<file path="src/inc/rtcta_pkg.sv">
// Purpose: shared constants for the trim and alarm block
// Assumes: 100 MHz system clock
// Notes:   register offsets are 4-bit serial addresses
package rtcta_pkg;
  // ----------------------------------------
  // register map
  // ----------------------------------------
  localparam logic [3:0] ADDR_TRIM  = 4'h7;
  localparam logic [3:0] ADDR_WMIN  = 4'h8;
  localparam logic [3:0] ADDR_WHOUR = 4'h9;
  localparam logic [3:0] ADDR_WDAYS = 4'hA;
  localparam logic [3:0] ADDR_DMIN  = 4'hB;
  localparam logic [3:0] ADDR_DHOUR = 4'hC;
  localparam logic [7:0] TRIM_RST   = 8'h00;
  localparam logic [7:0] ALARM_RST  = 8'h00;
  localparam logic [7:0] MIN_MASK   = 8'h7F;
  localparam logic [7:0] HOUR_MASK  = 8'h3F;
  localparam logic [7:0] DAYS_MASK  = 8'h7F;
  localparam int         TRIM_SEL_BIT = 7;
  localparam int         TRIM_DIR_BIT = 6;
  // ----------------------------------------
  // timekeeping
  // ----------------------------------------
  localparam int          CNT_W         = 16;
  localparam logic [15:0] NOMINAL_COUNT = 16'h8000;
  localparam logic [15:0] TRIM_OFFSET   = 16'h0002;
  localparam logic [7:0]  SEC_LAST      = 8'h59;
  localparam logic [7:0]  SEC_00        = 8'h00;
  localparam logic [7:0]  SEC_20        = 8'h20;
  localparam logic [7:0]  SEC_40        = 8'h40;
  localparam int          CLK_PERIOD_NS  = 10;
  localparam int          ALARM_DELAY_NS = 61000;
  localparam int          ALARM_DELAY_CYC = ALARM_DELAY_NS / CLK_PERIOD_NS;
  // ----------------------------------------
  // serial command
  // ----------------------------------------
  localparam int         FMT_ONE_BIT  = 3;
  localparam int         FMT_READ_BIT = 2;
  localparam logic [2:0] BIT_LAST     = 3'h7;
  typedef enum logic [1:0] {
    SER_IDLE = 2'b00,
    SER_CMD  = 2'b01,
    SER_DATA = 2'b10
  } rtcta_ser_state_t;
endpackage : rtcta_pkg

</file>
<file path="src/design/rtcta_prescaler.sv">
// Purpose: one-second divider with per-second terminal count
// Assumes: osc_tick_in is a one-cycle pulse per crystal period
// Notes:   next_count_in is taken on the wrap cycle
`timescale 1ns/1ns
module rtcta_prescaler #(
  parameter int CNT_W = rtcta_pkg::CNT_W
) (
  input  wire logic             mclk_in,
  input  wire logic             rst_n_in,
  input  wire logic             osc_tick_in,
  input  wire logic [CNT_W-1:0] next_count_in,
  output logic                  sec_tick_out,
  output logic [CNT_W-1:0]      tc_out
);
  import rtcta_pkg::*;

  logic [CNT_W-1:0] cnt_q;
  logic [CNT_W-1:0] tc_q;
  logic             wrap;

  assign wrap = osc_tick_in && (cnt_q == tc_q - CNT_W'(1));
  assign sec_tick_out = wrap;
  assign tc_out = tc_q;

  // ----------------------------------------
  // divider
  // ----------------------------------------
  always_ff @(posedge mclk_in or negedge rst_n_in) begin
    if (!rst_n_in) begin
      cnt_q <= '0;
      tc_q  <= CNT_W'(NOMINAL_COUNT);
    end else if (wrap) begin
      cnt_q <= '0;
      tc_q  <= next_count_in; // [RL22]
    end else if (osc_tick_in) begin
      cnt_q <= cnt_q + CNT_W'(1);
    end
  end
endmodule : rtcta_prescaler

</file>
<file path="src/design/rtcta_serial.sv">
// Purpose: three-wire serial register port
// Assumes: ce, sclk, sio synchronous to mclk_in
// Notes:   edge polarity chosen by sclk level at ce rise
`timescale 1ns/1ns
module rtcta_serial (
  input  wire logic       mclk_in,
  input  wire logic       rst_n_in,
  input  wire logic       ce_in,
  input  wire logic       sclk_in,
  input  wire logic       sio_in,
  input  wire logic [7:0] rdata_in,
  output logic [3:0]      addr_out,
  output logic            wr_stb_out,
  output logic [7:0]      wdata_out,
  output logic            sio_out,
  output logic            sio_oe_n_out
);
  import rtcta_pkg::*;

  rtcta_ser_state_t state_q;
  logic       sclk_q;
  logic       mode_q;
  logic       rd_q;
  logic       one_q;
  logic [2:0] bit_q;
  logic [7:0] sh_q;
  logic [6:0] tx_q;
  logic       smp;
  logic       drv;
  logic [7:0] byte_in;

  // mode 1: sample on rising sclk, drive on falling
  assign smp = ce_in && (mode_q ? (sclk_in && !sclk_q) : (!sclk_in && sclk_q));
  assign drv = ce_in && (mode_q ? (!sclk_in && sclk_q) : (sclk_in && !sclk_q));
  assign byte_in = {sh_q[6:0], sio_in};

  // ----------------------------------------
  // receive side
  // ----------------------------------------
  always_ff @(posedge mclk_in or negedge rst_n_in) begin
    if (!rst_n_in) begin
      state_q    <= SER_IDLE;
      sclk_q     <= 1'b0;
      mode_q     <= 1'b0;
      rd_q       <= 1'b0;
      one_q      <= 1'b0;
      bit_q      <= 3'h0;
      sh_q       <= 8'h00;
      addr_out   <= 4'h0;
      wr_stb_out <= 1'b0;
      wdata_out  <= 8'h00;
    end else begin
      sclk_q     <= sclk_in;
      wr_stb_out <= 1'b0;
      if (!ce_in) begin
        state_q <= SER_IDLE;
      end else begin
        case (state_q)
          SER_IDLE: begin
            state_q <= SER_CMD;
            mode_q  <= sclk_in;
            bit_q   <= 3'h0;
          end
          SER_CMD: if (smp) begin
            sh_q  <= byte_in;
            bit_q <= bit_q + 3'h1;
            if (bit_q == BIT_LAST) begin
              addr_out <= byte_in[7:4];
              rd_q     <= byte_in[FMT_READ_BIT];
              one_q    <= byte_in[FMT_ONE_BIT];
              state_q  <= SER_DATA;
            end
          end
          SER_DATA: if (smp) begin
            sh_q  <= byte_in;
            bit_q <= bit_q + 3'h1;
            if (bit_q == BIT_LAST) begin
              if (!rd_q) begin
                wr_stb_out <= 1'b1;
                wdata_out  <= byte_in;
              end
              // 4-bit pointer wraps from the top address to zero
              if (one_q) state_q <= SER_CMD;
              else addr_out <= addr_out + 4'h1;
            end
          end
          default: state_q <= SER_IDLE;
        endcase
      end
    end
  end

  // ----------------------------------------
  // transmit side
  // ----------------------------------------
  always_ff @(posedge mclk_in or negedge rst_n_in) begin
    if (!rst_n_in) begin
      sio_out      <= 1'b0;
      sio_oe_n_out <= 1'b1;
      tx_q         <= 7'h00;
    end else if (!(state_q == SER_DATA && rd_q && ce_in)) begin
      sio_oe_n_out <= 1'b1;
    end else if (drv) begin
      sio_oe_n_out <= 1'b0;
      if (bit_q == 3'h0) begin
        sio_out <= rdata_in[7];
        tx_q    <= rdata_in[6:0];
      end else begin
        sio_out <= tx_q[6];
        tx_q    <= {tx_q[5:0], 1'b0};
      end
    end
  end
endmodule : rtcta_serial

</file>
<file path="src/design/rtcta_top.sv">
// Purpose: time-count trim and alarm compare registers
// Assumes: rst_n_in marks power-up from 0 V; time inputs are BCD
// Notes:   minute/hour/weekday come from the calendar counters outside
//
// Contract
// [RL1] select bit 0: correct at seconds 00, 20 and 40
// [RL2] select bit 1: correct only at seconds 00
// [RL3] corrected second uses a trim-dependent oscillator count
// [RL4] a trim write skips the coinciding correction point
// [RL5] direction 0: lengthen by (magnitude minus one) times two
// [RL6] direction 1: shorten by (inverted magnitude plus one) times two
// [RL7] magnitude giving zero change leaves the second at nominal
// [RL8] plain second is 32768 counts, corrected is nominal plus adjustment
// [RL9] crystal clock output is untouched by trimming
// [RL10] weekly minute 8h, hour 9h, day mask Ah; unused bits read 0
// [RL11] hour bit 5 is pm flag or tens-of-twenty, stored as written
// [RL12] 12-hour codes 12 and 32 mean midnight and noon hours
// [RL13] each mask bit enables one weekday counter value 0 to 6
// [RL14] empty day mask never matches
// [RL15] host writes only existing times to alarm registers
// [RL16] daily minute at Bh, bit 7 reads 0
// [RL17] trim reads zero after power-up
// [RL18] enabled alarm sets flag about 61 us after match, interrupt low
// [RL19] flags cleared by writing 0 only; clearing releases interrupt; here a low alarm enable also clears its flag
// [RL20] daily hour at Ch with weekly hour coding
// [RL21] weekly needs minute, hour, weekday; daily minute and hour only
// [RL22] correction loads an adjusted terminal count for one second
`timescale 1ns/1ns
module rtcta_top #(
  parameter int ALARM_DELAY_CYCLES = rtcta_pkg::ALARM_DELAY_CYC
) (
  input  wire logic       mclk_in,
  input  wire logic       rst_n_in,
  input  wire logic       osc_clk_in,
  input  wire logic       ce_in,
  input  wire logic       sclk_in,
  input  wire logic       sio_in,
  input  wire logic [7:0] cur_minute_in,
  input  wire logic [7:0] cur_hour_in,
  input  wire logic [2:0] weekday_counter_in,
  input  wire logic       weekly_alarm_en_in,
  input  wire logic       daily_alarm_en_in,
  input  wire logic       alarm_flag_wr_in,
  input  wire logic [1:0] alarm_flag_wdata_in,
  output logic            sio_out,
  output logic            sio_oe_n_out,
  output logic            clk32_out,
  output logic [7:0]      seconds_out,
  output logic            sec_tick_out,
  output logic            weekly_alarm_flag_out,
  output logic            daily_alarm_flag_out,
  output logic            interrupt_n_out
);
  import rtcta_pkg::*;

  localparam int DLY_W = $clog2(ALARM_DELAY_CYCLES + 1);
  localparam logic [DLY_W-1:0] DLY_LAST = DLY_W'(ALARM_DELAY_CYCLES - 1);

  logic [7:0]       time_trim_q;
  logic [7:0]       wmin_q;
  logic [7:0]       whour_q;
  logic [7:0]       wdays_q;
  logic [7:0]       dmin_q;
  logic [7:0]       dhour_q;
  logic [7:0]       sec_q;
  logic [7:0]       sec_next;
  logic             osc_q;
  logic             osc_tick;
  logic             trim_seen_q;
  logic [3:0]       addr;
  logic             wr_stb;
  logic [7:0]       wdata;
  logic [7:0]       rdata;
  logic             trim_wr;
  logic             skip;
  logic             boundary;
  logic             tick;
  logic [5:0]       trim_magnitude;
  logic             trim_direction;
  logic [15:0]      corr_count;
  logic [15:0]      next_count;
  logic [15:0]      tc;
  logic [1:0]       en;
  logic [1:0]       match;
  logic [1:0]       match_q;
  logic [1:0]       busy_q;
  logic [1:0]       set;
  logic [1:0]       flag_d;
  logic [1:0]       flag_q;
  logic [DLY_W-1:0] dly_q [2];

  // ----------------------------------------
  // serial port and register file
  // ----------------------------------------
  rtcta_serial u_serial (
    .mclk_in      (mclk_in),
    .rst_n_in     (rst_n_in),
    .ce_in        (ce_in),
    .sclk_in      (sclk_in),
    .sio_in       (sio_in),
    .rdata_in     (rdata),
    .addr_out     (addr),
    .wr_stb_out   (wr_stb),
    .wdata_out    (wdata),
    .sio_out      (sio_out),
    .sio_oe_n_out (sio_oe_n_out)
  );

  assign trim_wr = wr_stb && (addr == ADDR_TRIM);

  // alarm fields are undefined at power-up; zero keeps simulation clean
  always_ff @(posedge mclk_in or negedge rst_n_in) begin
    if (!rst_n_in) begin
      time_trim_q <= TRIM_RST; // [RL17]
      wmin_q      <= ALARM_RST;
      whour_q     <= ALARM_RST;
      wdays_q     <= ALARM_RST;
      dmin_q      <= ALARM_RST;
      dhour_q     <= ALARM_RST;
    end else if (wr_stb) begin
      case (addr)
        ADDR_TRIM:  time_trim_q <= wdata;
        ADDR_WMIN:  wmin_q      <= wdata & MIN_MASK;  // [RL10]
        ADDR_WHOUR: whour_q     <= wdata & HOUR_MASK; // [RL10] [RL11]
        ADDR_WDAYS: wdays_q     <= wdata & DAYS_MASK; // [RL10]
        ADDR_DMIN:  dmin_q      <= wdata & MIN_MASK;  // [RL16]
        ADDR_DHOUR: dhour_q     <= wdata & HOUR_MASK; // [RL20] [RL11]
        default:    ;
      endcase
    end
  end

  // other device registers sit outside this block and read zero here
  always_comb begin
    case (addr)
      ADDR_TRIM:  rdata = time_trim_q;
      ADDR_WMIN:  rdata = wmin_q;
      ADDR_WHOUR: rdata = whour_q;
      ADDR_WDAYS: rdata = wdays_q;
      ADDR_DMIN:  rdata = dmin_q;
      ADDR_DHOUR: rdata = dhour_q;
      default:    rdata = 8'h00;
    endcase
  end

  // ----------------------------------------
  // crystal clock and seconds
  // ----------------------------------------
  assign osc_tick = osc_clk_in && !osc_q;
  assign clk32_out = osc_q; // [RL9]
  assign seconds_out = sec_q;

  always_ff @(posedge mclk_in or negedge rst_n_in) begin
    if (!rst_n_in) begin
      osc_q <= 1'b0;
    end else begin
      osc_q <= osc_clk_in; // [RL9]
    end
  end

  always_comb begin
    if (sec_q == SEC_LAST) begin
      sec_next = SEC_00;
    end else if (sec_q[3:0] == 4'h9) begin
      sec_next = {sec_q[7:4] + 4'h1, 4'h0};
    end else begin
      sec_next = sec_q + 8'h01;
    end
  end

  always_ff @(posedge mclk_in or negedge rst_n_in) begin
    if (!rst_n_in) begin
      sec_q        <= SEC_00;
      sec_tick_out <= 1'b0;
    end else begin
      sec_tick_out <= tick;
      if (tick) sec_q <= sec_next;
    end
  end

  // ----------------------------------------
  // trim
  // ----------------------------------------
  assign trim_magnitude = time_trim_q[5:0];
  assign trim_direction = time_trim_q[TRIM_DIR_BIT];

  always_comb begin
    corr_count = NOMINAL_COUNT; // [RL7] [RL8]
    if (trim_magnitude != 6'h00) begin
      if (!trim_direction) begin
        corr_count = NOMINAL_COUNT + {9'h000, trim_magnitude, 1'b0} - TRIM_OFFSET; // [RL5]
      end else begin
        corr_count = NOMINAL_COUNT - {9'h000, ~trim_magnitude, 1'b0} - TRIM_OFFSET; // [RL6]
      end
    end
  end

  always_comb begin
    if (time_trim_q[TRIM_SEL_BIT]) begin
      boundary = (sec_next == SEC_00); // [RL2]
    end else begin
      boundary = (sec_next == SEC_00) || (sec_next == SEC_20) || (sec_next == SEC_40); // [RL1]
    end
  end

  // a write anywhere in the ending second, or on the tick itself, cancels
  assign skip = trim_wr || trim_seen_q; // [RL4]
  assign next_count = (boundary && !skip) ? corr_count : NOMINAL_COUNT; // [RL3]

  always_ff @(posedge mclk_in or negedge rst_n_in) begin
    if (!rst_n_in) begin
      trim_seen_q <= 1'b0;
    end else if (tick) begin
      trim_seen_q <= 1'b0;
    end else if (trim_wr) begin
      trim_seen_q <= 1'b1; // [RL4]
    end
  end

  rtcta_prescaler #(
    .CNT_W (CNT_W)
  ) u_prescaler (
    .mclk_in       (mclk_in),
    .rst_n_in      (rst_n_in),
    .osc_tick_in   (osc_tick),
    .next_count_in (next_count),
    .sec_tick_out  (tick),
    .tc_out        (tc)
  );

  // ----------------------------------------
  // alarms: index 1 weekly, index 0 daily
  // ----------------------------------------
  assign en = {weekly_alarm_en_in, daily_alarm_en_in};
  // hour codes compared raw, so 12/32 and 24-hour coding need no mode
  assign match[1] = (cur_minute_in == wmin_q) && (cur_hour_in == whour_q)
                    && wdays_q[weekday_counter_in]; // [RL21] [RL13] [RL14] [RL12]
  assign match[0] = (cur_minute_in == dmin_q) && (cur_hour_in == dhour_q); // [RL21]

  always_ff @(posedge mclk_in or negedge rst_n_in) begin
    if (!rst_n_in) begin
      match_q <= 2'b00;
      busy_q  <= 2'b00;
      dly_q   <= '{default: '0};
    end else begin
      match_q <= match;
      for (int i = 0; i < 2; i++) begin
        if (!en[i]) begin
          busy_q[i] <= 1'b0;
          dly_q[i]  <= '0;
        end else if (match[i] && !match_q[i]) begin
          busy_q[i] <= 1'b1; // [RL18]
          dly_q[i]  <= '0;
        end else if (busy_q[i]) begin
          if (dly_q[i] == DLY_LAST) busy_q[i] <= 1'b0;
          else dly_q[i] <= dly_q[i] + DLY_W'(1);
        end
      end
    end
  end

  // a set in the clearing cycle wins over the clear
  always_comb begin
    for (int i = 0; i < 2; i++) begin
      set[i] = en[i] && busy_q[i] && (dly_q[i] == DLY_LAST);
      if (!en[i]) flag_d[i] = 1'b0;
      else if (set[i]) flag_d[i] = 1'b1; // [RL18]
      else if (alarm_flag_wr_in && !alarm_flag_wdata_in[i]) flag_d[i] = 1'b0; // [RL19]
      else flag_d[i] = flag_q[i];
    end
  end

  always_ff @(posedge mclk_in or negedge rst_n_in) begin
    if (!rst_n_in) begin
      flag_q          <= 2'b00;
      interrupt_n_out <= 1'b1;
    end else begin
      flag_q          <= flag_d;
      interrupt_n_out <= ~|flag_d; // [RL18] [RL19]
    end
  end

  assign weekly_alarm_flag_out = flag_q[1];
  assign daily_alarm_flag_out  = flag_q[0];
endmodule : rtcta_top

</file>
<file path="config.mk">
export PLATFORM = sky130hd
export DESIGN_NAME = rtcta_top
export DESIGN_NICKNAME = d
export VERILOG_FILES = /design/src/inc/rtcta_pkg.sv /design/src/design/rtcta_prescaler.sv /design/src/design/rtcta_serial.sv /design/src/design/rtcta_top.sv
export SDC_FILE = /design/constraint.sdc
export NUM_CORES = 1
export LEC_CHECK = 0
export BUFFER_PORTS_ARGS = -buffer_cell sky130_fd_sc_hd__buf_2
export CAP_MARGIN = 25
export CORE_ASPECT_RATIO = 1.2
export CORE_MARGIN = 2
export CORE_UTILIZATION = 25
export CTS_BUF_LIST = sky130_fd_sc_hd__clkbuf_16
export DETAILED_ROUTE_END_ITERATION = 10
export GPL_ROUTABILITY_DRIVEN = 0
export PLACE_DENSITY = 0.45
export SLEW_MARGIN = 20
export SYNTH_ARGS = -nofsm -noshare
export SYNTH_HDL_FRONTEND = slang
export SYNTH_SLANG_ARGS = --single-unit
</file>
<file path="constraint.sdc">
create_clock -name mclk_in -period 8.7 [get_ports mclk_in]
set_input_delay 0.435 -clock mclk_in [delete_from_list [all_inputs] [get_ports mclk_in]]
set_output_delay 0.435 -clock mclk_in [all_outputs]
set_load 0.02 [all_outputs]
</file>
# Word-level counts from Yosys, hierarchy flattened
# Cells that the tools add are included.
[classes]
addsub = 12
n_lt_le_gt_ge = 1
n_eq_ne = 36
n_mux = 61
n_bitwise = 2
reduce_logical = 59
[op_table]
columns = ["operator", "count"]
rows = [
  ["13-bit 2-to-1 mux", 8],
  ["16-bit 2-to-1 mux", 5],
  ["8-bit case mux with 6 select lines", 1],
  ["16-bit by 2-bit subtractor with 16-bit output, second input constant", 2],
  ["1-bit 2-to-1 mux", 28],
  ["13-bit by 1-bit adder with 13-bit output, second input constant", 2],
  ["13-bit == test, second input constant", 2],
  ["4-bit == test, second input constant", 6],
  ["1-bit logical AND", 21],
  ["4-bit 2-to-1 mux", 5],
  ["2-bit AND reduction", 10],
  ["16-bit by 1-bit adder with 16-bit output, second input constant", 1],
  ["16-bit by 7-bit adder with 16-bit output, first input constant", 1],
  ["16-bit == test", 1],
  ["8-bit by 6-bit == test with 1-bit output", 2],
  ["8-bit by 7-bit == test with 1-bit output", 2],
  ["8-bit by 7-bit == test with 1-bit output, second input constant", 2],
  ["8-bit 2-to-1 mux", 2],
  ["16-bit by 1-bit subtractor with 16-bit output, second input constant", 1],
  ["16-bit by 7-bit subtractor with 16-bit output, first input constant", 1],
  ["3-bit by 2-bit inequality test with 1-bit output, second input constant", 5],
  ["2-bit 2-to-1 mux", 6],
  ["2-bit by 1-bit inequality test with 1-bit output, second input constant", 6],
  ["5-bit AND reduction", 2],
  ["31 further kinds", 49],
]
[word_totals]
ff_bits = 155
wordCells = 202

# Longest topological paths before layout
# Gate-level depths: netlist (run 1).
[depth]
word_depth = 9
mapped_depth = 11
mapped_depth_nobuf = 9

# Modules after synthesis
# A second synthesis (run 1) with hierarchy kept.
[hier_totals]
cells_unflattened = 819
hier_area_um2 = 8655.8
[modules_own_cells]
columns = ["mod", "instances", "cells_per_inst", "area_each_um2", "seq_area_each_um2"]
rows = [
  ["rtcta_top", 1, 468, 4840.9, 2128.3],
  ["rtcta_prescaler", 1, 191, 1954.4, 802.0],
  ["rtcta_serial", 1, 160, 1860.5, 952.2],
]

# Worst setup path after synthesis (run 1)
# OpenSTA, ideal clock, no wires.
[synth_path]
path_type = "flip-flop to flip-flop"
start = "register u_prescaler.tc_q[4] (netlist: u_prescaler.tc_out[4])"
end = "register sec_q[0] (netlist: seconds_out[0])"
setup_ps = 127
t_arrival_ps = 2647
t_required_ps = 8573
setup_slack_ps = 5925
path_stages_with_launch = 9
synth_period_minus_slack_ps = 2775
path_cell_list = "dfrtp_1 -> or4_4 -> o41ai_1 -> xnor2_1 -> o2111ai_1 -> or3_1 -> buf_6 -> inv_8 -> mux2_1"
[synth_between]
elab_chain_len = 3
[synth_rtl]
columns = ["item", "line", "text"]
rows = [
  ["start: declaration", "rtcta_prescaler.sv:18", "logic [CNT_W-1:0] tc_q;"],
  ["start signal: assignment", "rtcta_prescaler.sv:31", "tc_q <= CNT_W'(NOMINAL_COUNT);"],
  ["start signal: assignment", "rtcta_prescaler.sv:34", "tc_q <= next_count_in;"],
  ["16-bit by 1-bit subtractor with 16-bit output", "rtcta_prescaler.sv:21", "assign wrap = osc_tick_in && (cnt_q == tc_q - CNT_W'(1));"],
  ["16-bit == test", "rtcta_prescaler.sv:21", ""],
  ["1-bit logical AND", "rtcta_prescaler.sv:21", ""],
  ["end signal: assignment", "rtcta_top.sv:177", "if (tick) sec_q <= sec_next;"],
  ["end: declaration", "rtcta_top.sv:65", "logic [7:0] sec_q;"],
]
# Every way passes these cells.
# A chain may end at the register's enable or synchronous reset.

# Worst setup path in the final report (run 1)
[layout_path]
start = "register u_prescaler.tc_q[4] (netlist: u_prescaler.tc_out[4])"
end = "register u_prescaler.tc_q[11] (netlist: u_prescaler.tc_out[11])"
[layout_between]
elab_chain_len = 3
[layout_rtl]
columns = ["item", "line"]
rows = [
  ["16-bit by 1-bit subtractor with 16-bit output", "rtcta_prescaler.sv:21"],
  ["16-bit == test", "rtcta_prescaler.sv:21"],
  ["1-bit logical AND", "rtcta_prescaler.sv:21"],
]
# Every way passes these cells.

==> run_summary.xml, run 1 <==
<?xml version="1.0" encoding="UTF-8"?>
<metrics>
  <group name="detailed_routing">
    <metric name="drt_drc_violations_left" unit="">0</metric>
    <metric name="vias_per_cell" unit="">4.72</metric>
    <metric name="drt_iter0_drc" unit="">305</metric>
    <metric name="routed_wire_length_per_instance" unit="um">15.8</metric>
    <metric name="number_of_nets_with_antenna_violations_after_routing" unit="">0</metric>
    <metric name="vias" unit="">5862</metric>
    <metric name="total_wire_length_after_detailed_routing" unit="mm">19.6</metric>
    <metric name="drt_pass1_iterations" unit="">4</metric>
  </group>
  <group name="logic_synthesis">
    <metric name="post_synth_net_total" unit="">832</metric>
    <metric name="count_of_mapped_cells_out_of_synthesis" unit="">781</metric>
    <metric name="synthDistinctLibCells" unit="">69</metric>
    <metric name="synth.cell_area" unit="um^2">8200</metric>
    <metric name="synth.avg_cell_area" unit="um^2">10.5</metric>
    <metric name="flop_and_latch_count_out_of_synthesis" unit="">152</metric>
    <metric name="synth.yosys.seq_area_share" unit="%">46.5</metric>
    <metric name="yosys_warnings" unit="">0</metric>
    <metric name="synth_enable_flop_cells" unit="">0</metric>
    <metric name="synthArstFlopShare" unit="%">100</metric>
    <metric name="synthFlopType" unit="">sky130_fd_sc_hd__dfrtp_1</metric>
  </group>
  <group name="power_and_ir_drop">
    <metric name="seq_power_share" unit="%">47.6</metric>
    <metric name="leakage" unit="nW">4.19</metric>
    <metric name="net_switching_power_of_the_design" unit="W">0.000413</metric>
    <metric name="ir_worst_vdd" unit="mV">0.135</metric>
    <metric name="clock_power_share" unit="%">45.3</metric>
    <metric name="pwr-share-comb" unit="%">7.2</metric>
    <metric name="power-per-cell-area" unit="nW/um^2">169</metric>
    <metric name="power_switching_share" unit="%">25.9</metric>
    <metric name="design_power_total" unit="W">0.00160</metric>
    <metric name="intPower" unit="W">0.00118</metric>
  </group>
  <group name="critical_path">
    <metric name="critPathSlowestCell" unit="">sky130_fd_sc_hd__or3_1</metric>
    <metric name="crit_top_cell" unit="">sky130_fd_sc_hd__or4_4</metric>
    <metric name="cp_max_fanout" unit="">27</metric>
    <metric name="data_arrival_at_the_endpoint_of_the_critical_path" unit="ps">3660</metric>
    <metric name="critPathRequiredTime" unit="ps">9010</metric>
    <metric name="worst_path_cell_chain" unit="">or4_4 &gt; or4_4 &gt; nand2_1 &gt; o2111ai_2 &gt; or3_1 &gt; inv_8 &gt; mux2_1</metric>
    <metric name="worst_path_largest_cell_delay" unit="ps">670</metric>
    <metric name="critPathCaptureType" unit="">flip-flop</metric>
    <metric name="timing_worst_setup_path_type" unit="">flip-flop to flip-flop</metric>
    <metric name="worstSetupStartpointType" unit="">flip-flop</metric>
  </group>
  <group name="outcome">
    <metric name="outcome" unit="">finished, final reports clean</metric>
  </group>
  <group name="cells_and_area">
    <metric name="filler_cell_count" unit="">3372</metric>
    <metric name="synthToLayoutAreaGrowth" unit="%">14.9</metric>
    <metric name="final_util" unit="%">29.2</metric>
    <metric name="design.final.nets" unit="">873</metric>
    <metric name="area.sequential" unit="um^2">3810</metric>
    <metric name="n_antenna_cell" unit="">0</metric>
    <metric name="multi_input_comb_area" unit="um^2">4140</metric>
    <metric name="post_route_cells_drive_above_1_share" unit="%">19.5</metric>
    <metric name="layout.cell_area.non_filler" unit="um^2">9420</metric>
  </group>
  <group name="global_route">
    <metric name="grt_first_pass_wirelength" unit="mm">32.3</metric>
    <metric name="gr-total-overflow" unit="">0</metric>
    <metric name="grt_antenna_before_repair" unit="">0</metric>
    <metric name="via_count_of_the_first_global_routing_pass" unit="">5982</metric>
    <metric name="grt_max_degree" unit="">59</metric>
    <metric name="grt_resource_usage_total" unit="%">12.0</metric>
  </group>
  <group name="sta">
    <metric name="final_min_period_over_clock_period" unit="%">38.5</metric>
    <metric name="rsz_0062_raised_after_global_routing" unit="">no</metric>
    <metric name="relSlewSlack" unit="%">37.9</metric>
    <metric name="fmax" unit="MHz">298</metric>
    <metric name="hold_viol_final" unit="">0</metric>
    <metric name="finClkSkew" unit="ps">10.1</metric>
    <metric name="pins_over_slew_limit" unit="">0</metric>
    <metric name="worstMarginPinSlew" unit="ps">929</metric>
    <metric name="setup-violations-final" unit="">0</metric>
    <metric name="final.setup.tns" unit="ps">0</metric>
    <metric name="final_worst_path_period_need" unit="ps">3350</metric>
  </group>
  <group name="placed_design">
    <metric name="portBuffers" unit="">44</metric>
    <metric name="post_dp_cell_area" unit="um^2">8820</metric>
    <metric name="dp_hpwl" unit="mm">14.0</metric>
  </group>
  <group name="floorplanning">
    <metric name="floorplan.rows" unit="">72</metric>
    <metric name="die_h" unit="um">202</metric>
    <metric name="fp.coreArea" unit="um^2">32300</metric>
    <metric name="number_of_top_level_pins" unit="">45</metric>
    <metric name="die-area" unit="um^2">34300</metric>
    <metric name="die_w" unit="um">169</metric>
    <metric name="initial_utilization" unit="%">25.4</metric>
  </group>
  <group name="cts">
    <metric name="cts.clk_slew.worst_paths" unit="ps">70</metric>
    <metric name="cts_root_buffer" unit="">sky130_fd_sc_hd__clkbuf_16</metric>
    <metric name="clock_insertion_delay_worst_skew" unit="ps">430</metric>
    <metric name="tritoncts_num_sinks" unit="">152</metric>
    <metric name="cts_buffer_depth" unit="">2</metric>
    <metric name="tritoncts" unit="">built</metric>
    <metric name="cts_max_level" unit="">4</metric>
    <metric name="cts_made_buffers" unit="">17</metric>
  </group>
  <group name="flow_run">
    <metric name="maxCapViolations" unit="">0</metric>
  </group>
  <group name="min_path">
    <metric name="timing.hold.worst.class" unit="">input pin to flip-flop</metric>
  </group>
</metrics>
==> Yosys cell counts, types with 9 or more instances <==
cell	n	area share (%)
sky130_fd_sc_hd__xor2_1	45	4.8
sky130_fd_sc_hd__inv_1	30	1.4
sky130_fd_sc_hd__nand2_1	51	2.3
sky130_fd_sc_hd__dfrtp_1	149	45
sky130_fd_sc_hd__o31ai_1	16	1.5
sky130_fd_sc_hd__o21ai_0	26	1.6
sky130_fd_sc_hd__a21oi_1	18	1.1
sky130_fd_sc_hd__nor2_1	82	3.8
sky130_fd_sc_hd__a22o_1	9	0.96
sky130_fd_sc_hd__nand3_1	24	1.5
sky130_fd_sc_hd__xnor2_1	40	4.3
sky130_fd_sc_hd__mux2i_1	10	1.2
sky130_fd_sc_hd__mux2_2	68	9.3
sky130_fd_sc_hd__nand4_1	16	1.2
sky130_fd_sc_hd__clkbuf_1	24	1.1
sky130_fd_sc_hd__and3_1	11	0.84
sky130_fd_sc_hd__ha_1	21	3.2
sky130_fd_sc_hd__nor3_1	9	0.55
==> worst max-delay path: cells and delay by family, from the launching register on <==
family / cells / cell delay, ps
DFF: 1 / 460
buffers and inverters: 1 / 260
muxes: 1 / 340
and+or+nand+nor: 4 / 1820
AOI/OAI and AO/OA: 1 / 350
==> final cells by class <==
class                      count  share of cell area [%]
clock buffer                  17                    4.52
clock inverter                15                    1.54
inverter                      31                    1.32
multi-input combinational    570                    43.9
sequential                   152                    40.4
tap                          407                    5.41
timing repair buffer          50                    2.88
==> placed cells by master, fill, tap and decap left out, drive strengths merged, types with 21 or more instances in the layout <==
cell type  Yosys  final
dfrtp        149    149
nor2          82     82
mux2          73     73
nand2         51     51
buf            4     48
xor2          45     45
xnor2         40     40
inv           31     38
o21ai         26     26
nand3         24     24
ha            21     21
==> state kept, by name, indices dropped and copies added, names as in the netlist, 3 cells and up <==
signal	cells
dhour_q	6
dly_q	26
dmin_q	7
seconds_out	8
time_trim_q	8
u_prescaler.cnt_q	16
u_prescaler.tc_out	13
u_serial.addr_out	4
u_serial.bit_q	3
u_serial.sh_q	7
u_serial.tx_q	7
u_serial.wdata_out	8
wdays_q	7
whour_q	6
wmin_q	7
==> cell families after synthesis <==
group	after synthesis	synth area share (%)
adder cells (fa/ha/maj)	21	3.21
AND/OR/NAND/NOR	254	15.8
multiplexers	84	11.5
flip-flops	152	46.5
buffers and inverters	59	3.08
XOR/XNOR	85	9.08
AO/OA/AOI/OAI	126	10.9
==> power groups by stage <==
stage               Clock (W)  Combinational, W  Sequential (W)
floorplan                   0         0.0000757        0.000765
global placement            0          0.000115        0.000773
detailed placement          0          0.000117        0.000772
CTS                  0.000747          0.000118        0.000759
global route         0.000771          0.000132        0.000763
finish               0.000722          0.000114        0.000759
==> final timing paths <==
path / from / end / slack, ps / depth (start not counted)
worst max-delay path: u_prescaler.tc_out[4] / u_prescaler.tc_out[11] / 5350 / 7
worst min-delay path: osc_clk_in / clk32_out / 130 / 1
worst max register to register: u_prescaler.tc_out[4] / u_prescaler.tc_out[11] / 5350 / 7
worst min register to register: u_prescaler.tc_out[15] / u_prescaler.tc_out[15] / 480 / 2
max in group asynchronous: rst_n_in / time_trim_q[7] / 6420 / 4
min in group asynchronous: rst_n_in / wmin_q[5] / 540 / 2
==> metrics by stage <==
| stage | worst slack, ps | std cells | hold slack [ps] |
|---|---|---|---|
| 6_report | 5350 | 1242 | 131 |
| 5_1_grt | 5000 | 1242 | 113 |
| 4_1_cts | 5310 | 1240 | 115 |
| 3_5_place_dp | 5330 | 1207 | 451 |
| 3_3_place_gp | 5400 | 1207 | 458 |
| 2_1_floorplan | 5930 | 781 | 139 |
==> routing by layer <==
| layer | GRT usage (%) | vias to the layer above | part of all wire [%] |
|---|---|---|---|
| met2 | 20.6 | 79 | 50 |
| met5 | 0 | - | 0 |
| li1 | - | 2873 | - |
| met1 | 15.1 | 2889 | 46 |
| met4 | 4.09 | 0 | 1.8 |
| met3 | 2.17 | 21 | 2.1 |
==> what timing repair did <==
item	in CTS	in global routing
setup buffers	0	0
hold buffers	1	0
hold endpoints to repair	50	0
resized for setup	0	0
No activity file was read; power rests on OpenSTA's default activity.
==> inputs of run 2 (changes only) <==
==> constraint.sdc (replaced) <==
create_clock -name mclk_in -period 3.5 [get_ports mclk_in]
set_input_delay 0.175 -clock mclk_in [delete_from_list [all_inputs] [get_ports mclk_in]]
set_output_delay 0.175 -clock mclk_in [all_outputs]
set_load 0.02 [all_outputs]
==> run_summary.xml, run 2 (synthesized netlist as in run 1, its figures left out) <==
<?xml version="1.0" encoding="UTF-8"?>
<metrics>
  <group name="sta">
    <metric name="holdWs" unit="ps">22.0</metric>
    <metric name="final_min_period_over_clock_period" unit="%">90.6</metric>
    <metric name="fmax" unit="MHz">315</metric>
    <metric name="finClkSkew" unit="ps">10.6</metric>
    <metric name="final_worst_path_period_need" unit="ps">3170</metric>
    <metric name="rsz_0062_raised_after_global_routing" unit="">no</metric>
    <metric name="pins_over_slew_limit" unit="">0</metric>
    <metric name="final.setup.tns" unit="ps">0</metric>
    <metric name="relSlewSlack" unit="%">37.5</metric>
    <metric name="worstMarginPinSlew" unit="ps">936</metric>
    <metric name="setup-violations-final" unit="">0</metric>
    <metric name="hold_viol_final" unit="">0</metric>
  </group>
  <group name="cts">
    <metric name="cts_root_buffer" unit="">sky130_fd_sc_hd__clkbuf_16</metric>
    <metric name="cts_setup_buffers" unit="">0</metric>
    <metric name="cts_buffer_depth" unit="">2</metric>
    <metric name="tritoncts" unit="">built</metric>
    <metric name="cts_made_buffers" unit="">17</metric>
    <metric name="clock_insertion_delay_worst_skew" unit="ps">420</metric>
    <metric name="cts.clk_slew.worst_paths" unit="ps">60</metric>
    <metric name="cts_max_level" unit="">4</metric>
    <metric name="tritoncts_num_sinks" unit="">152</metric>
  </group>
  <group name="cells_and_area">
    <metric name="design.final.nets" unit="">883</metric>
    <metric name="layout.cell_area.non_filler" unit="um^2">9580</metric>
    <metric name="n_antenna_cell" unit="">0</metric>
    <metric name="final_util" unit="%">29.7</metric>
    <metric name="largest_register_ffs" unit="">26</metric>
    <metric name="final_cell_mix" unit="">sky130_fd_sc_hd__dfrtp_1 (149), sky130_fd_sc_hd__nor2_1 (82), sky130_fd_sc_hd__mux2_2 (68), sky130_fd_sc_hd__nand2_1 (51), sky130_fd_sc_hd__xor2_1 (45)</metric>
    <metric name="synthToLayoutAreaGrowth" unit="%">16.9</metric>
    <metric name="layout_commonest_cell" unit="">sky130_fd_sc_hd__dfrtp_1</metric>
    <metric name="largest_register" unit="">dly_q</metric>
    <metric name="post_route_cells_drive_above_1_share" unit="%">19.6</metric>
  </group>
  <group name="power_and_ir_drop">
    <metric name="intPower" unit="W">0.00321</metric>
    <metric name="clock_power_share" unit="%">48.0</metric>
    <metric name="pwr-share-comb" unit="%">7.0</metric>
    <metric name="net_switching_power_of_the_design" unit="W">0.000983</metric>
    <metric name="leakage" unit="nW">4.28</metric>
    <metric name="design_power_total" unit="W">0.00419</metric>
    <metric name="power-per-cell-area" unit="nW/um^2">437</metric>
    <metric name="ir_worst_vdd" unit="mV">0.306</metric>
    <metric name="power_switching_share" unit="%">23.5</metric>
    <metric name="seq_power_share" unit="%">45.1</metric>
  </group>
  <group name="floorplanning">
    <metric name="initial_utilization" unit="%">25.4</metric>
    <metric name="die-area" unit="um^2">34300</metric>
    <metric name="number_of_top_level_pins" unit="">45</metric>
    <metric name="floorplan.rows" unit="">72</metric>
    <metric name="die_w" unit="um">169</metric>
    <metric name="die_h" unit="um">202</metric>
    <metric name="fp.coreArea" unit="um^2">32300</metric>
  </group>
  <group name="detailed_routing">
    <metric name="drt_drc_violations_left" unit="">0</metric>
    <metric name="drt_iter0_drc" unit="">299</metric>
    <metric name="drt_pass1_iterations" unit="">4</metric>
    <metric name="vias_per_cell" unit="">4.70</metric>
    <metric name="number_of_nets_with_antenna_violations_after_routing" unit="">0</metric>
    <metric name="vias" unit="">5883</metric>
    <metric name="total_wire_length_after_detailed_routing" unit="mm">19.7</metric>
    <metric name="routed_wire_length_per_instance" unit="um">15.8</metric>
  </group>
  <group name="placed_design">
    <metric name="dp_hpwl" unit="mm">14.0</metric>
    <metric name="portBuffers" unit="">44</metric>
    <metric name="post_dp_cell_area" unit="um^2">8900</metric>
  </group>
  <group name="min_path">
    <metric name="sink_of_the_worst_hold_path" unit="">u_serial.wdata_out[0]</metric>
    <metric name="timing.hold.worst.class" unit="">input pin to flip-flop</metric>
    <metric name="timing.hold.worst_path_depth" unit="">2</metric>
    <metric name="hold_start" unit="">sio_in</metric>
  </group>
  <group name="global_route">
    <metric name="grt.met2_usage" unit="%">20.7</metric>
    <metric name="gr-total-overflow" unit="">0</metric>
    <metric name="globalRouteMet3Util" unit="%">1.70</metric>
    <metric name="grt_max_degree" unit="">62</metric>
    <metric name="via_count_of_the_first_global_routing_pass" unit="">6024</metric>
    <metric name="grt_first_pass_wirelength" unit="mm">32.9</metric>
    <metric name="grt_resource_usage_total" unit="%">12.0</metric>
    <metric name="grtUsageMet1" unit="%">15.6</metric>
    <metric name="globalRoute.busiestLayer" unit="">met2</metric>
    <metric name="grt_antenna_before_repair" unit="">0</metric>
  </group>
  <group name="critical_path">
    <metric name="rr_startpoint" unit="">u_prescaler.tc_out[1]</metric>
    <metric name="timing_worst_setup_path_type" unit="">flip-flop to flip-flop</metric>
    <metric name="worstSetupStartpointType" unit="">flip-flop</metric>
    <metric name="worst-r2r-setup-slack" unit="ps">330</metric>
    <metric name="cp_max_fanout" unit="">27</metric>
    <metric name="worst_r2r_endpoint" unit="">u_prescaler.tc_out[13]</metric>
    <metric name="r2r_cells" unit="">9</metric>
    <metric name="critPathRequiredTime" unit="ps">3790</metric>
    <metric name="data_arrival_at_the_endpoint_of_the_critical_path" unit="ps">3460</metric>
    <metric name="critPathCaptureType" unit="">flip-flop</metric>
    <metric name="timing.critical_path.from" unit="">u_prescaler.tc_out[1]</metric>
  </group>
  <group name="flow_run">
    <metric name="maxCapViolations" unit="">0</metric>
  </group>
  <group name="outcome">
    <metric name="outcome" unit="">finished, final reports clean</metric>
  </group>
</metrics>
[run 2: what timing repair did]
item | CTS | global route
hold buffers | 5 | 0
hold endpoints to repair | 61 | 0
gates resized for setup | 0 | 0
[run 2: worst max path at each step]
stage / to / slack [ps] / depth (start not counted)
3_3_place_gp: u_prescaler.tc_out[13] / 350 / 8
4_1_cts: u_prescaler.tc_out[13] / 280 / 9
6_report: u_prescaler.tc_out[13] / 330 / 9
5_1_grt: u_prescaler.tc_out[7] / 90 / 9
3_5_place_dp: u_prescaler.tc_out[13] / 310 / 9
2_1_floorplan: seconds_out[0] / 730 / 8
[run 2: cell type report]
type / instances / area (um^2)
Fill cell: 3338 / 22700
Multi-Input combinational cell: 570 / 4140
Timing Repair Buffer: 60 / 372
Inverter: 31 / 124
Clock buffer: 17 / 425
Tap cell: 407 / 509
Sequential cell: 152 / 3810
Clock inverter: 15 / 210
[run 2: critical path, stage by stage (launching register included)]
cell and delay [ps]:
sky130_fd_sc_hd__dfrtp_1 410, sky130_fd_sc_hd__inv_1 90, sky130_fd_sc_hd__ha_1 220, sky130_fd_sc_hd__nor4b_4 370, sky130_fd_sc_hd__or3b_1 390, sky130_fd_sc_hd__a32oi_1 170
sky130_fd_sc_hd__o2111ai_1 160, sky130_fd_sc_hd__or3_1 610, sky130_fd_sc_hd__inv_8 260, sky130_fd_sc_hd__mux2_1 340
[run 2: layer usage]
layer  vias up  wire, um
li1       2893         -
met1      2914      9010
met2        59     10100
met3        17       320
met4         0       284
met5         -         0
[run 2: through the flow]
step	worst slack, ps	std cells
2_1_floorplan	725	781
3_3_place_gp	348	1215
3_5_place_dp	308	1215
4_1_cts	278	1252
5_1_grt	92.4	1252
6_report	330	1252
[run 2: power groups by stage]
stage               clock network, W  logic, W  registers, W
floorplan                          0  0.000188       0.00190
global placement                   0  0.000292       0.00192
detailed placement                 0  0.000293       0.00192
CTS                          0.00206  0.000301       0.00189
global route                 0.00215  0.000337       0.00190
finish                       0.00201  0.000293       0.00189
==> inputs of run 3 (changes only) <==
--- a/config.mk
+++ b/config.mk
@@ -8,12 +8,11 @@
 export BUFFER_PORTS_ARGS = -buffer_cell sky130_fd_sc_hd__buf_2
 export CAP_MARGIN = 25
 export CORE_ASPECT_RATIO = 1.2
-export CORE_MARGIN = 2
 export CORE_UTILIZATION = 25
 export CTS_BUF_LIST = sky130_fd_sc_hd__clkbuf_16
 export DETAILED_ROUTE_END_ITERATION = 10
 export GPL_ROUTABILITY_DRIVEN = 0
-export PLACE_DENSITY = 0.45
+export SETUP_SLACK_MARGIN = 0.2
 export SLEW_MARGIN = 20
 export SYNTH_ARGS = -nofsm -noshare
 export SYNTH_HDL_FRONTEND = slang
==> run_summary.xml, run 3 (synthesized netlist as in run 1, its figures left out) <==
<?xml version="1.0" encoding="UTF-8"?>
<metrics>
  <group name="sta">
    <metric name="final.setup.tns" unit="ps">0</metric>
    <metric name="worstMarginPinSlew" unit="ps">933</metric>
    <metric name="hold_viol_final" unit="">0</metric>
    <metric name="rsz_0062_raised_after_global_routing" unit="">no</metric>
    <metric name="fmax" unit="MHz">335</metric>
    <metric name="relSlewSlack" unit="%">37.7</metric>
    <metric name="final_worst_path_period_need" unit="ps">2990</metric>
    <metric name="setup-violations-final" unit="">0</metric>
    <metric name="pins_over_slew_limit" unit="">0</metric>
    <metric name="final_min_period_over_clock_period" unit="%">85.3</metric>
    <metric name="timing.final.ws_setup" unit="ps">514</metric>
    <metric name="finClkSkew" unit="ps">6.55</metric>
  </group>
  <group name="floorplanning">
    <metric name="floorplan.rows" unit="">72</metric>
    <metric name="number_of_top_level_pins" unit="">45</metric>
    <metric name="fp.coreArea" unit="um^2">32300</metric>
    <metric name="die_h" unit="um">200</metric>
    <metric name="die_w" unit="um">167</metric>
    <metric name="initial_utilization" unit="%">25.4</metric>
    <metric name="die-area" unit="um^2">33500</metric>
  </group>
  <group name="global_route">
    <metric name="grt_resource_usage_total" unit="%">11.8</metric>
    <metric name="via_count_of_the_first_global_routing_pass" unit="">6151</metric>
    <metric name="grt_antenna_before_repair" unit="">0</metric>
    <metric name="gr-total-overflow" unit="">0</metric>
    <metric name="grt_first_pass_wirelength" unit="mm">31.6</metric>
    <metric name="grt_max_degree" unit="">86</metric>
  </group>
  <group name="cells_and_area">
    <metric name="n_antenna_cell" unit="">0</metric>
    <metric name="layout_commonest_cell" unit="">sky130_fd_sc_hd__dfrtp_1</metric>
    <metric name="post_route_cells_drive_above_1_share" unit="%">19.9</metric>
    <metric name="largest_register" unit="">dly_q</metric>
    <metric name="synthToLayoutAreaGrowth" unit="%">16.7</metric>
    <metric name="largest_register_ffs" unit="">26</metric>
    <metric name="design.final.nets" unit="">882</metric>
    <metric name="final_cell_mix" unit="">sky130_fd_sc_hd__dfrtp_1 (149), sky130_fd_sc_hd__nor2_1 (82), sky130_fd_sc_hd__mux2_2 (68), sky130_fd_sc_hd__nand2_1 (51), sky130_fd_sc_hd__xor2_1 (45)</metric>
  </group>
  <group name="min_path">
    <metric name="timing.hold.worst.class" unit="">input pin to flip-flop</metric>
  </group>
  <group name="power_and_ir_drop">
    <metric name="net_switching_power_of_the_design" unit="W">0.00100</metric>
    <metric name="leakage" unit="nW">4.26</metric>
    <metric name="design_power_total" unit="W">0.00415</metric>
    <metric name="seq_power_share" unit="%">45.6</metric>
    <metric name="intPower" unit="W">0.00314</metric>
    <metric name="power_switching_share" unit="%">24.2</metric>
    <metric name="pwr-share-comb" unit="%">6.9</metric>
    <metric name="ir_worst_vdd" unit="mV">0.270</metric>
    <metric name="clock_power_share" unit="%">47.4</metric>
    <metric name="power-per-cell-area" unit="nW/um^2">433</metric>
  </group>
  <group name="detailed_routing">
    <metric name="total_wire_length_after_detailed_routing" unit="mm">18.6</metric>
    <metric name="drt_iter0_drc" unit="">267</metric>
    <metric name="number_of_nets_with_antenna_violations_after_routing" unit="">0</metric>
    <metric name="routed_wire_length_per_instance" unit="um">14.9</metric>
    <metric name="vias" unit="">5965</metric>
    <metric name="drt_drc_violations_left" unit="">0</metric>
    <metric name="drt_pass1_iterations" unit="">5</metric>
    <metric name="vias_per_cell" unit="">4.77</metric>
  </group>
  <group name="critical_path">
    <metric name="cp_max_fanout" unit="">27</metric>
    <metric name="critPathCaptureType" unit="">flip-flop</metric>
    <metric name="data_arrival_at_the_endpoint_of_the_critical_path" unit="ps">3300</metric>
    <metric name="critPathRequiredTime" unit="ps">3820</metric>
    <metric name="worstSetupStartpointType" unit="">flip-flop</metric>
    <metric name="timing_worst_setup_path_type" unit="">flip-flop to flip-flop</metric>
  </group>
  <group name="cts">
    <metric name="tritoncts_num_sinks" unit="">152</metric>
    <metric name="cts_buffer_depth" unit="">2</metric>
    <metric name="cts_made_buffers" unit="">17</metric>
    <metric name="cts_root_buffer" unit="">sky130_fd_sc_hd__clkbuf_16</metric>
    <metric name="cts.clk_slew.worst_paths" unit="ps">60</metric>
    <metric name="cts_setup_buffers" unit="">0</metric>
    <metric name="cts_max_level" unit="">4</metric>
    <metric name="tritoncts" unit="">built</metric>
    <metric name="clock_insertion_delay_worst_skew" unit="ps">430</metric>
  </group>
  <group name="flow_run">
    <metric name="maxCapViolations" unit="">0</metric>
  </group>
  <group name="placed_design">
    <metric name="portBuffers" unit="">44</metric>
    <metric name="worst_case_setup_slack_after_placement" unit="ps">287</metric>
    <metric name="dp_hpwl" unit="mm">13.3</metric>
  </group>
  <group name="outcome">
    <metric name="outcome" unit="">finished, final reports clean</metric>
  </group>
</metrics>
## run 3: area by class of cell
class / instances / area, um^2
Sequential cell: 152 / 3810
Multi-Input combinational cell: 570 / 4140
Inverter: 31 / 124
Clock inverter: 15 / 203
Clock buffer: 17 / 425
Timing Repair Buffer: 59 / 354
Tap cell: 407 / 509
Fill cell: 3369 / 22700
## run 3: critical path, cell delays in order, from the launching register on
cell and delay, ps:
sky130_fd_sc_hd__dfrtp_1 410, sky130_fd_sc_hd__inv_1 100, sky130_fd_sc_hd__ha_1 210, sky130_fd_sc_hd__nor4b_4 370, sky130_fd_sc_hd__or3b_1 380, sky130_fd_sc_hd__a32oi_1 150, sky130_fd_sc_hd__o2111ai_1 180, sky130_fd_sc_hd__or3_4 520
sky130_fd_sc_hd__inv_8 190, sky130_fd_sc_hd__mux2_1 340
## run 3: final timing paths
path                                        start                      to  slack [ps]  cells past startpoint
min in group asynchronous                rst_n_in               dly_q[22]         360                      2
hold / removal                              ce_in     u_serial.state_q[1]          40                      2
setup / recovery            u_prescaler.tc_out[1]  u_prescaler.tc_out[13]         510                      9
setup reg to reg            u_prescaler.tc_out[1]  u_prescaler.tc_out[13]         510                      9
max in group asynchronous                rst_n_in         interrupt_n_out        2290                      3
hold reg to reg            u_prescaler.tc_out[15]  u_prescaler.tc_out[15]         490                      2
## run 3: layer usage
layer / track usage (%) / vias to the layer above / share of wire (%)
met5: 0 / - / 0
met2: 21.1 / 87 / 53
met1: 13.3 / 2958 / 41
met3: 2.47 / 32 / 2.8
met4: 5.60 / 0 / 3.1
li1: - / 2888 / -
## run 3: through the flow
| step | cell area, um^2 | hold WS [ps] | instances | utilization, % |
|---|---|---|---|---|
| 3_3_place_gp | 8870 | 295 | 1213 | 27.5 |
| 5_1_grt | 9560 | 41.9 | 1251 | 29.7 |
| 2_1_floorplan | 8200 | -121 | 781 | - |
| 4_1_cts | 9560 | 27.0 | 1251 | 29.6 |
| 6_report | 9560 | 42.3 | 1251 | 29.7 |
| 3_5_place_dp | 8870 | 296 | 1213 | 27.5 |
## run 3: timing repair
item / in CTS / in global routing
hold endpoints to repair: 87 / 0
hold buffers: 6 / 0
resized for setup: 0 / 2
endpoints found under the setup margin: 0 / 5
## run 3: power groups by stage
| stage | Sequential, W | Clock, W | Combinational [W] |
|---|---|---|---|
| 4_1_cts | 0.00189 | 0.00201 | 0.000295 |
| 5_1_grt | 0.00190 | 0.00208 | 0.000331 |
| 3_3_place_gp | 0.00192 | 0 | 0.000283 |
| 6_report | 0.00189 | 0.00197 | 0.000288 |
| 2_1_floorplan | 0.00190 | 0 | 0.000188 |
| 3_5_place_dp | 0.00192 | 0 | 0.000288 |
